### src/fic_regs.svh
// Device register offsets, control bit positions, mode codes and unlock key bytes
`ifndef FIC_REGS_SVH
`define FIC_REGS_SVH

`define FIC_CTL0 8'h69
`define FIC_CTL2 8'h6b
`define FIC_ADRL 8'h6c
`define FIC_ADRH 8'h6d
`define FIC_DAT0L 8'h6e
`define FIC_DAT0H 8'h6f
`define FIC_DAT1L 8'h70
`define FIC_DAT1H 8'h71
`define FIC_DAT2L 8'h72
`define FIC_DAT2H 8'h73
`define FIC_DAT3L 8'h74
`define FIC_DAT3H 8'h75

`define FIC_CTL0_ENA 7
`define FIC_CTL0_MODE_HI 6
`define FIC_CTL0_MODE_LO 4
`define FIC_CTL0_UNLK 3
`define FIC_CTL0_PROG 2
`define FIC_CTL0_RDEN 1
`define FIC_CTL0_RDGO 0
`define FIC_CTL2_CLR 0

`define FIC_MODE_WRITE 3'h0
`define FIC_MODE_ERASE 3'h1
`define FIC_MODE_READ 3'h3
`define FIC_MODE_UNLOCK 3'h6

`define FIC_KEY0 8'h00
`define FIC_KEY1 8'h0d
`define FIC_KEY2 8'hc3
`define FIC_KEY3 8'h04
`define FIC_KEY4 8'h09
`define FIC_KEY5 8'h40
`define FIC_KEY_COUNT 3'h6

`define FIC_PAGE_WORDS 32

`endif

### src/fic_pkg.sv
// Types shared by the flash programming controller and its register port
package fic_pkg;

  typedef enum logic [2:0] {
    FIC_OP_UNLOCK = 3'h0,
    FIC_OP_ERASE = 3'h1,
    FIC_OP_WRITE = 3'h2,
    FIC_OP_READ = 3'h3,
    FIC_OP_RELOCK = 3'h4
  } fic_op_t;

  typedef struct packed {
    fic_op_t op;
    logic [12:0] addr;
    logic [5:0] count;
    logic clrBuf;
  } fic_cmd_t;

  typedef struct packed {
    logic isRead;
    logic [7:0] addr;
    logic [7:0] data;
  } fic_req_t;

  typedef enum logic [2:0] {
    FIC_P_IDLE = 3'b001,
    FIC_P_STROBE = 3'b010,
    FIC_P_CAPT = 3'b100
  } fic_port_state_t;

  typedef enum logic [14:0] {
    FIC_S_IDLE = 15'h0001,
    FIC_S_CHKEN = 15'h0002,
    FIC_S_CLRBUF = 15'h0004,
    FIC_S_CLRPOLL = 15'h0008,
    FIC_S_SETMODE = 15'h0010,
    FIC_S_ADDRL = 15'h0020,
    FIC_S_ADDRH = 15'h0040,
    FIC_S_KEYS = 15'h0080,
    FIC_S_DATAL = 15'h0100,
    FIC_S_DATAH = 15'h0200,
    FIC_S_TRIG = 15'h0400,
    FIC_S_POLL = 15'h0800,
    FIC_S_FETCHL = 15'h1000,
    FIC_S_FETCHH = 15'h2000,
    FIC_S_FIN = 15'h4000
  } fic_state_t;

endpackage

### src/fic_sfr_port.sv
// Single register read or write toward the device's special function registers
`timescale 1ns/100ps
module fic_sfr_port import fic_pkg::*; (
  input wire logic core_clk, // System clock
  input wire logic rst_b, // Synchronous reset, active low
  input wire logic ce, // Clock enable
  input wire logic start, // Begin one access
  input fic_req_t req, // Access kind, address, data
  output logic done, // Access finished, one cycle
  output logic [7:0] rdata, // Captured read data
  output logic [7:0] sfrAddr, // Register address to device
  output logic [7:0] sfrWdata, // Write data to device
  output logic sfrWr, // Write strobe
  output logic sfrRd, // Read strobe
  input wire logic [7:0] sfrRdata // Read data, valid one cycle after strobe
);
  fic_port_state_t st, next_st;
  logic next_done, next_sfrWr, next_sfrRd;
  logic [7:0] next_rdata, next_sfrAddr, next_sfrWdata;

  // Strobe for one cycle, then finish or capture read data
  always_comb begin
    next_st = st;
    next_done = 1'b0;
    next_sfrWr = 1'b0;
    next_sfrRd = 1'b0;
    next_rdata = rdata;
    next_sfrAddr = sfrAddr;
    next_sfrWdata = sfrWdata;
    case (st)
      FIC_P_IDLE: begin
        if (start) begin
          next_sfrAddr = req.addr;
          next_sfrWdata = req.isRead ? 8'h00 : req.data;
          next_sfrWr = ~req.isRead;
          next_sfrRd = req.isRead;
          next_st = FIC_P_STROBE;
        end
      end
      FIC_P_STROBE: begin
        if (sfrRd) begin
          next_st = FIC_P_CAPT;
        end else begin
          next_done = 1'b1;
          next_st = FIC_P_IDLE;
        end
      end
      FIC_P_CAPT: begin
        next_rdata = sfrRdata;
        next_done = 1'b1;
        next_st = FIC_P_IDLE;
      end
      default: next_st = FIC_P_IDLE;
    endcase
  end

  // Register the access state
  always_ff @(posedge core_clk) begin
    if (!rst_b) begin
      st <= FIC_P_IDLE;
      done <= 1'b0;
      sfrWr <= 1'b0;
      sfrRd <= 1'b0;
      rdata <= 8'h00;
      sfrAddr <= 8'h00;
      sfrWdata <= 8'h00;
    end else if (ce) begin
      st <= next_st;
      done <= next_done;
      sfrWr <= next_sfrWr;
      sfrRd <= next_sfrRd;
      rdata <= next_rdata;
      sfrAddr <= next_sfrAddr;
      sfrWdata <= next_sfrWdata;
    end
  end
endmodule

### src/fic_ctrl.sv
// Flash programming controller: unlock, page erase, buffered write, word read, relock
// Rules this block follows or relies on
// Erase or write only after enable flag reads high
// Erase uses mode 001 after clearing buffer
// Trigger bit starts operation; wait until low
// Write uses mode 000 and trigger bit
// Low data byte before high byte per word
// Separate address load and trigger per scattered word
// Device halts CPU during operations
// Device erases whole pages only
// Device programs buffer as one page
// Retry write same page after buffer clear
// Software runs maximum clock while programming
// Read: mode 011, read enable, address, trigger
// Device clears read trigger, presents word
// Reads need no unlock
// Relock by clearing enable flag when done
// Device ignores trigger while locked
// Device sets enable flag on correct key
// Buffer holds 32 words, one page
// Each high byte write advances word address; the model holds it at word 31
// Unlock: mode 110, start bit, six keys
`timescale 1ns/100ps
`include "fic_regs.svh"
module fic_ctrl import fic_pkg::*; #(
  parameter int WORDS = `FIC_PAGE_WORDS
) (
  input wire logic core_clk, // System clock, 250 MHz
  input wire logic rst_b, // Synchronous reset, active low
  input wire logic ce, // Clock enable, freezes all state when low
  input wire logic cmdValid, // Start a command when idle
  input fic_cmd_t cmdIn, // Command, flash address, word count, clear flag
  input wire logic bufWr, // Load one word into the host buffer
  input wire logic [4:0] bufIdx, // Buffer index for the load
  input wire logic [15:0] bufData, // Word to load
  output logic busy, // Command in progress
  output logic cmdDone, // Command finished, one cycle
  output logic cmdErr, // Command refused or unlock failed
  output logic [15:0] rdWord, // Word from the last read
  output logic [7:0] sfrAddr, // Device register address
  output logic [7:0] sfrWdata, // Device register write data
  output logic sfrWr, // Device register write strobe
  output logic sfrRd, // Device register read strobe
  input wire logic [7:0] sfrRdata // Device register read data
);
  fic_state_t st, next_st;
  fic_cmd_t cmd, next_cmd;
  logic [5:0] idx, next_idx;
  logic issued, next_issued, progEn, next_progEn, clrSeen, next_clrSeen;
  logic next_busy, next_cmdDone, next_cmdErr;
  logic [15:0] next_rdWord;
  logic opStart, opDone;
  logic [7:0] opRdata, ctlVal, lastWrAddr;
  logic [2:0] mode;
  int trigIdx;
  fic_req_t req;
  logic [15:0] wordBuf [WORDS];

  // Host-side copy of the page data to be programmed
  always_ff @(posedge core_clk) begin
    if (ce && bufWr) begin
      wordBuf[bufIdx] <= bufData;
    end
  end

  // Mode and trigger bit for the command in hand
  always_comb begin
    mode = `FIC_MODE_WRITE;
    trigIdx = `FIC_CTL0_PROG;
    // mode codes per command
    case (cmd.op)
      FIC_OP_UNLOCK: begin
        mode = `FIC_MODE_UNLOCK;
        trigIdx = `FIC_CTL0_UNLK;
      end
      FIC_OP_ERASE: mode = `FIC_MODE_ERASE;
      FIC_OP_READ: begin
        mode = `FIC_MODE_READ;
        trigIdx = `FIC_CTL0_RDGO;
      end
      default: mode = `FIC_MODE_WRITE;
    endcase
    ctlVal = 8'h00;
    // relock clears flag
    ctlVal[`FIC_CTL0_ENA] = (cmd.op == FIC_OP_RELOCK) ? 1'b0 : progEn;
    ctlVal[`FIC_CTL0_MODE_HI:`FIC_CTL0_MODE_LO] = mode;
    ctlVal[`FIC_CTL0_RDEN] = (cmd.op == FIC_OP_READ);
    ctlVal[trigIdx] = (st == FIC_S_TRIG);
  end

  // Command sequencer: one device register access per step
  always_comb begin
    next_st = st;
    next_cmd = cmd;
    next_idx = idx;
    next_issued = issued;
    next_progEn = progEn;
    next_clrSeen = clrSeen;
    next_busy = busy;
    next_cmdDone = 1'b0;
    next_cmdErr = cmdErr;
    next_rdWord = rdWord;
    req = '0;
    opStart = 1'b0;
    case (st)
      FIC_S_CHKEN, FIC_S_CLRPOLL, FIC_S_POLL: req.isRead = 1'b1;
      FIC_S_FETCHL, FIC_S_FETCHH: req.isRead = 1'b1;
      default: req.isRead = 1'b0;
    endcase
    case (st)
      FIC_S_CHKEN, FIC_S_SETMODE, FIC_S_TRIG, FIC_S_POLL: req.addr = `FIC_CTL0;
      FIC_S_CLRBUF, FIC_S_CLRPOLL: begin
        req.addr = `FIC_CTL2;
        req.data[`FIC_CTL2_CLR] = 1'b1;
      end
      FIC_S_ADDRL: req.addr = `FIC_ADRL;
      FIC_S_ADDRH: req.addr = `FIC_ADRH;
      FIC_S_DATAL, FIC_S_FETCHL: req.addr = `FIC_DAT0L;
      FIC_S_DATAH, FIC_S_FETCHH: req.addr = `FIC_DAT0H;
      default: req.addr = `FIC_CTL0;
    endcase
    case (st)
      FIC_S_SETMODE, FIC_S_TRIG: req.data = ctlVal;
      FIC_S_ADDRL: req.data = cmd.addr[7:0];
      FIC_S_ADDRH: req.data = {3'h0, cmd.addr[12:8]};
      // low byte then high byte
      FIC_S_DATAL: req.data = wordBuf[idx[4:0]][7:0];
      // dummy tag bytes for erase
      FIC_S_DATAH: req.data = (cmd.op == FIC_OP_ERASE) ? 8'h00 : wordBuf[idx[4:0]][15:8];
      default: ;
    endcase
    // key byte sequence
    if (st == FIC_S_KEYS) begin
      case (idx[2:0])
        3'h0: req = '{1'b0, `FIC_DAT1L, `FIC_KEY0};
        3'h1: req = '{1'b0, `FIC_DAT2L, `FIC_KEY1};
        3'h2: req = '{1'b0, `FIC_DAT3L, `FIC_KEY2};
        3'h3: req = '{1'b0, `FIC_DAT1H, `FIC_KEY3};
        3'h4: req = '{1'b0, `FIC_DAT2H, `FIC_KEY4};
        default: req = '{1'b0, `FIC_DAT3H, `FIC_KEY5};
      endcase
    end
    if (st != FIC_S_IDLE && st != FIC_S_FIN && !issued) begin
      opStart = 1'b1;
      next_issued = 1'b1;
    end
    if (opDone) begin
      next_issued = 1'b0;
    end
    case (st)
      FIC_S_IDLE: begin
        if (cmdValid) begin
          next_cmd = cmdIn;
          next_idx = 6'h00;
          next_cmdErr = 1'b0;
          next_clrSeen = 1'b0;
          next_busy = 1'b1;
          // refuse transfers crossing the page
          if ((cmdIn.op == FIC_OP_ERASE || cmdIn.op == FIC_OP_WRITE) &&
              (cmdIn.count == 6'h00 ||
               ({2'b00, cmdIn.addr[4:0]} + {1'b0, cmdIn.count}) > 7'(WORDS))) begin
            next_cmdErr = 1'b1;
            next_st = FIC_S_FIN;
          end else if (cmdIn.op == FIC_OP_ERASE || cmdIn.op == FIC_OP_WRITE) begin
            next_st = FIC_S_CHKEN;
          end else begin
            // reads skip the enable check
            next_st = FIC_S_SETMODE;
          end
        end
      end
      FIC_S_CHKEN: if (opDone) begin
        next_progEn = opRdata[`FIC_CTL0_ENA];
        // refuse while locked
        if (!opRdata[`FIC_CTL0_ENA]) begin
          next_cmdErr = 1'b1;
          next_st = FIC_S_FIN;
        // retry clears buffer first
        end else if (cmd.op == FIC_OP_ERASE || cmd.clrBuf) begin
          next_st = FIC_S_CLRBUF;
        end else begin
          next_st = FIC_S_SETMODE;
        end
      end
      FIC_S_CLRBUF: if (opDone) next_st = FIC_S_CLRPOLL;
      // wait for buffer clear to finish
      FIC_S_CLRPOLL: if (opDone && !opRdata[`FIC_CTL2_CLR]) begin
        next_clrSeen = 1'b1;
        next_st = FIC_S_SETMODE;
      end
      FIC_S_SETMODE: if (opDone) begin
        if (cmd.op == FIC_OP_RELOCK) begin
          next_progEn = 1'b0;
          next_st = FIC_S_FIN;
        end else if (cmd.op == FIC_OP_UNLOCK) begin
          next_st = FIC_S_TRIG;
        end else begin
          next_st = FIC_S_ADDRL;
        end
      end
      // address reloaded per command
      FIC_S_ADDRL: if (opDone) next_st = FIC_S_ADDRH;
      FIC_S_ADDRH: if (opDone) begin
        if (cmd.op == FIC_OP_READ) next_st = FIC_S_TRIG;
        else if (cmd.op == FIC_OP_ERASE) next_st = FIC_S_DATAH;
        else next_st = FIC_S_DATAL;
      end
      FIC_S_KEYS: if (opDone) begin
        next_idx = idx + 6'h01;
        if (idx[2:0] == `FIC_KEY_COUNT - 3'h1) next_st = FIC_S_POLL;
      end
      FIC_S_DATAL: if (opDone) next_st = FIC_S_DATAH;
      FIC_S_DATAH: if (opDone) begin
        next_idx = idx + 6'h01;
        if (idx + 6'h01 == cmd.count) next_st = FIC_S_TRIG;
        else if (cmd.op == FIC_OP_WRITE) next_st = FIC_S_DATAL;
      end
      FIC_S_TRIG: if (opDone) begin
        next_idx = 6'h00;
        next_st = (cmd.op == FIC_OP_UNLOCK) ? FIC_S_KEYS : FIC_S_POLL;
      end
      // wait for trigger bit to drop
      FIC_S_POLL: if (opDone && !opRdata[trigIdx]) begin
        if (cmd.op == FIC_OP_UNLOCK) begin
          next_progEn = opRdata[`FIC_CTL0_ENA];
          next_cmdErr = ~opRdata[`FIC_CTL0_ENA];
          next_st = FIC_S_FIN;
        end else if (cmd.op == FIC_OP_READ) begin
          next_st = FIC_S_FETCHL;
        end else begin
          next_st = FIC_S_FIN;
        end
      end
      FIC_S_FETCHL: if (opDone) begin
        next_rdWord[7:0] = opRdata;
        next_st = FIC_S_FETCHH;
      end
      FIC_S_FETCHH: if (opDone) begin
        next_rdWord[15:8] = opRdata;
        next_st = FIC_S_FIN;
      end
      FIC_S_FIN: begin
        next_cmdDone = 1'b1;
        next_busy = 1'b0;
        next_st = FIC_S_IDLE;
      end
      default: next_st = FIC_S_IDLE;
    endcase
  end

  // full core clock, no prescaler
  // Register sequencer state
  always_ff @(posedge core_clk) begin
    if (!rst_b) begin
      st <= FIC_S_IDLE;
      cmd <= '0;
      idx <= 6'h00;
      issued <= 1'b0;
      progEn <= 1'b0;
      clrSeen <= 1'b0;
      busy <= 1'b0;
      cmdDone <= 1'b0;
      cmdErr <= 1'b0;
      rdWord <= 16'h0000;
    end else if (ce) begin
      st <= next_st;
      cmd <= next_cmd;
      idx <= next_idx;
      issued <= next_issued;
      progEn <= next_progEn;
      clrSeen <= next_clrSeen;
      busy <= next_busy;
      cmdDone <= next_cmdDone;
      cmdErr <= next_cmdErr;
      rdWord <= next_rdWord;
    end
  end

  // Device register access engine
  fic_sfr_port u_port (
    .core_clk(core_clk),
    .rst_b(rst_b),
    .ce(ce),
    .start(opStart),
    .req(req),
    .done(opDone),
    .rdata(opRdata),
    .sfrAddr(sfrAddr),
    .sfrWdata(sfrWdata),
    .sfrWr(sfrWr),
    .sfrRd(sfrRd),
    .sfrRdata(sfrRdata)
  );

  // Address of the previous register write, for checking byte order
  always_ff @(posedge core_clk) begin
    if (!rst_b) lastWrAddr <= 8'h00;
    else if (ce && sfrWr) lastWrAddr <= sfrAddr;
  end

  property p_trig_unlocked;
    @(posedge core_clk) disable iff (!rst_b)
    (sfrWr && sfrAddr == `FIC_CTL0 && sfrWdata[`FIC_CTL0_PROG])
      |-> progEn && sfrWdata[`FIC_CTL0_ENA];
  endproperty
  a_trig_unlocked: assert property (p_trig_unlocked) else $error("Trigger while locked");

  property p_erase_mode;
    @(posedge core_clk) disable iff (!rst_b)
    (sfrWr && sfrAddr == `FIC_CTL0 && sfrWdata[`FIC_CTL0_PROG] && cmd.op == FIC_OP_ERASE)
      |-> sfrWdata[`FIC_CTL0_MODE_HI:`FIC_CTL0_MODE_LO] == 3'h1 && clrSeen;
  endproperty
  a_erase_mode: assert property (p_erase_mode) else $error("Erase trigger bad mode or no clear");

  property p_poll_holds;
    @(posedge core_clk) disable iff (!rst_b)
    (ce && st == FIC_S_POLL && opDone && opRdata[trigIdx]) |=> st == FIC_S_POLL;
  endproperty
  a_poll_holds: assert property (p_poll_holds) else $error("Left poll with trigger high");

  property p_write_mode;
    @(posedge core_clk) disable iff (!rst_b)
    (sfrWr && sfrAddr == `FIC_CTL0 && sfrWdata[`FIC_CTL0_PROG] && cmd.op == FIC_OP_WRITE)
      |-> sfrWdata[`FIC_CTL0_MODE_HI:`FIC_CTL0_MODE_LO] == 3'h0;
  endproperty
  a_write_mode: assert property (p_write_mode) else $error("Write trigger bad mode");

  property p_byte_order;
    @(posedge core_clk) disable iff (!rst_b)
    (sfrWr && sfrAddr == `FIC_DAT0H && cmd.op == FIC_OP_WRITE) |-> lastWrAddr == `FIC_DAT0L;
  endproperty
  a_byte_order: assert property (p_byte_order) else $error("High byte without low byte");

  property p_retry_clear;
    @(posedge core_clk) disable iff (!rst_b)
    (ce && st == FIC_S_CHKEN && opDone && opRdata[`FIC_CTL0_ENA] && cmd.clrBuf)
      |=> st == FIC_S_CLRBUF;
  endproperty
  a_retry_clear: assert property (p_retry_clear) else $error("Requested buffer clear skipped");

  property p_read_mode;
    @(posedge core_clk) disable iff (!rst_b)
    (sfrWr && sfrAddr == `FIC_CTL0 && sfrWdata[`FIC_CTL0_RDGO])
      |-> sfrWdata[`FIC_CTL0_MODE_HI:`FIC_CTL0_MODE_LO] == 3'h3 && sfrWdata[`FIC_CTL0_RDEN]
        && $past(sfrAddr) == `FIC_ADRH;
  endproperty
  a_read_mode: assert property (p_read_mode) else $error("Read trigger bad setup");

  property p_relock;
    @(posedge core_clk) disable iff (!rst_b)
    (sfrWr && sfrAddr == `FIC_CTL0 && cmd.op == FIC_OP_RELOCK) |-> !sfrWdata[`FIC_CTL0_ENA];
  endproperty
  a_relock: assert property (p_relock) else $error("Relock kept enable flag");

  property p_unlock_start;
    @(posedge core_clk) disable iff (!rst_b)
    (sfrWr && sfrAddr == `FIC_DAT1L) |-> sfrWdata == `FIC_KEY0 && cmd.op == FIC_OP_UNLOCK
      && st == FIC_S_KEYS;
  endproperty
  a_unlock_start: assert property (p_unlock_start) else $error("Key write out of sequence");
endmodule

### config.mk
export PLATFORM = sky130hd
export DESIGN_NAME = fic_ctrl
export DESIGN_NICKNAME = d
export VERILOG_FILES = /design/src/fic_pkg.sv /design/src/fic_sfr_port.sv /design/src/fic_ctrl.sv
export VERILOG_INCLUDE_DIRS = /design/src /design/src/src
export SDC_FILE = /design/constraint.sdc
export NUM_CORES = 1
export LEC_CHECK = 0
export BUFFER_PORTS_ARGS = -buffer_cell sky130_fd_sc_hd__clkbuf_2
export CORE_MARGIN = 4
export CORE_UTILIZATION = 57
export DETAILED_ROUTE_END_ITERATION = 8
export PLACE_DENSITY = 0.74
export SLEW_MARGIN = 0
export SYNTH_ARGS = -nofsm -noshare
export SYNTH_HDL_FRONTEND = slang
export SYNTH_SLANG_ARGS = --single-unit
### constraint.sdc
create_clock -name core_clk -period 6.18 [get_ports core_clk]
set_clock_uncertainty 0.05 [all_clocks]
set_input_delay 1.854 -clock core_clk [delete_from_list [all_inputs] [get_ports core_clk]]
set_output_delay 1.854 -clock core_clk [all_outputs]
set_load 0.005 [all_outputs]
==> run summary <==
I/O pin cnt - 94
IO buf count - 92
Vias in the first global route - 14100
Critical Path Source Type - input pin
Mean Syn Cell Area - 17.1 um^2
Reg2reg setup slack - 2.78 ns
CTS buffer count - 59
Clock slew seen by the registers of the worst setup and hold paths - 0.06 ns
Detailed placement HPWL - 37.9 mm
# H-tree levels - 2
Most frequent cells in the layout - 512 x edfxtp_1, 148 x mux4_2, 98 x nand2_1
FMAX - 0.266 GHz
CP Max Fanout - 17
Crit Path Category - in2reg
Postcts setup bufs - 0
Die Wd - 216 um
Placer Congestion - 0.915
Starting Density - 57.5%
Layout cells sized above 1 - 25.2%
Max-cap violations - 0
Tmin final - 3.76 ns
Hold depth - 2
Post-synth top flop - edfxtp_1
Row Count - 76
VDD IR max - 0.000253 V
Iter 0 DRT Violations - 1735
FF-to-FF path depth - 6
Status - finished, final reports clean
Post-synth EDFFs - 512
Final WL - 60.4 mm
Leakage power - 0.00875 uW
Synth Net Count - 1516
Seq/Total Area, Yosys - 70.1%
CTS max path bufs - 3
Clock latency at the later pin of the worst-skew pair - 0.63 ns
Slew Limit Fails - 0
Hold_sp - issued
CTS Hold Buffers Added - 0
Final period util - 60.8%
Slew headroom - 19.8%
Synth Register Bits - 610
Hold_ws - 0.408 ns
CTS tree - done
GRT Resource Usage Total - 26.0%
Largest net degree at the start of global routing - 51
Via-to-Cell Ratio - 6.35
RSZ-0062 raised after global routing - no
Final hold viol count - 0
NumNets Final - 1627
Fillers - 2997
Initial antenna violation count - 0
Die H - 216 um
Drt pass-1 iters - 5
Core area - 43000 um^2
Setup TNS - 0 ns
Endpoint of the worst register-to-register path - u_port.sfrWdata[6]
Setup violators final - 0
FF+latch area - 17300 um^2
Post-Syn Area - 24700 um^2
Diode count - 0
Via count - 13900
Synth-to-layout area growth - 12.4%
Cells after synthesis - 1449
Hold Path End - issued
Total Power - 8840 uW
Synth unique cells - 77
Resized Gates After CTS - 0
Async SR Flop Fraction - 0%
Pwr/cell area - 318 nW/um^2
First-pass GRT wire length - 90.8 mm
Hold Path Class - reg2reg
Critical path arrival - 4.21 ns
DR WL/cell - 27.6 um
Root buf cell - clkbuf_16
Die area - 46800 um^2
Least-Margin Pin Slew - 1.20 ns
Area occupied by multi-input gates - 7040 um^2
GRT Residual Overflow - 0
# DRC - 0
Yosys synthesis warning count - 0
Crit path required time - 6.64 ns
Routed Antenna Nets - 0
Clock sink total - 610
Crit end category - flop
Most common cell after layout, fill and taps aside - edfxtp_1
## power breakdown
group / internal [uW] / total (uW) / switching, uW
clock: 2010 / 3530 / 1530
combinational: 223 / 686 / 463
sequential: 4540 / 4620 / 80.9
## flip-flops by register name, summed over array words and instances, names as in the netlist, 3 cells and up, named ones only
register,cells
u_port.sfrAddr,6
idx,6
cmd,23
u_port.sfrWdata,8
rdWord,16
u_port.rdata,8
u_port.st,3
wordBuf,512
st,15
## layer usage
layer,GRT usage (%),part of all wire (%)
met5,0,0
met4,7.74,2.9
met3,3.88,7.2
met2,44.4,51
met1,35.3,39
## how the worst max path moves through the flow
stage               slack, ns     start  depth (start not counted)                  to
floorplan                2.22  cmdIn[1]                         10               st[1]
global placement         1.88  cmdIn[1]                         11               st[1]
detailed placement       1.85        ce                          8  u_port.sfrWdata[5]
CTS                      2.48        ce                          8  u_port.sfrWdata[5]
global route             2.30  cmdIn[1]                         11               st[1]
finish                   2.42        ce                          8  u_port.sfrWdata[5]
## through the flow
stage,cell area (um^2),std cells,utilization (%),setup slack (ns)
2_1_floorplan,24700,1449,-,2.22
3_3_place_gp,25900,2084,60.2,1.88
3_5_place_dp,25900,2084,60.2,1.85
4_1_cts,27800,2192,64.7,2.48
5_1_grt,27800,2192,64.7,2.30
6_report,27800,2192,64.7,2.42
## synth_stat cells, drive strengths merged, types with 3 or more instances
cell       n  share of area (%)
edfxtp   512                 62
mux4     148                 13
nor2     105                1.6
dfxtp     98                7.9
nand2     98                1.5
a21oi     81                1.7
clkbuf    39               0.59
buf       34               0.72
mux2i     31                1.3
o21ai     30               0.61
inv       17               0.26
nand3     15               0.30
nor2b     15               0.38
nor3      15               0.37
a211oi    13               0.39
nor4      13               0.53
or4       11               0.38
a31oi     10               0.34
nand4     10               0.25
ha         9               0.46
nand2b     9               0.23
a221oi     8               0.28
a22o       8               0.28
and3       8               0.20
or3        8               0.20
a22oi      7               0.21
and2       7               0.18
nand4b     7               0.25
o211ai     7               0.27
o22ai      7               0.18
mux2       6               0.27
xor2       6               0.21
a311oi     5               0.18
nand3b     5               0.15
nor4b      5               0.18
xnor2      5               0.18
o2111ai    3               0.11
o21a       3              0.091
o21bai     3              0.091
## layout make-up
cell class / count / share of cell area [%]
multi-input cells: 749 / 25.3
clock buffers: 71 / 5.62
inverters: 17 / 0.230
well taps: 585 / 2.63
flip-flops and latches: 610 / 62.4
repair buffers: 123 / 2.54
clock inverters: 37 / 1.21
## critical path: stages
cell,delay (ns)
clkbuf_2,0.34
inv_1,0.20
nor3_1,0.36
o211ai_4,0.26
or4_4,0.64
a31oi_4,0.22
a21oi_1,0.06
a311oi_1,0.25
## kinds of logic after synthesis
group | after synthesis | synth area share (%)
AOI/OAI and AO/OA | 203 | 5.37
xor gates and xnor gates | 11 | 0.390
adders and majority gates | 10 | 0.537
buffers and inverters | 90 | 1.57
DFF | 610 | 70.1
muxes | 185 | 15.0
other | 1 | 0.0152
and+or+nand+nor | 339 | 6.96
(Power assumes the default switching activity.)
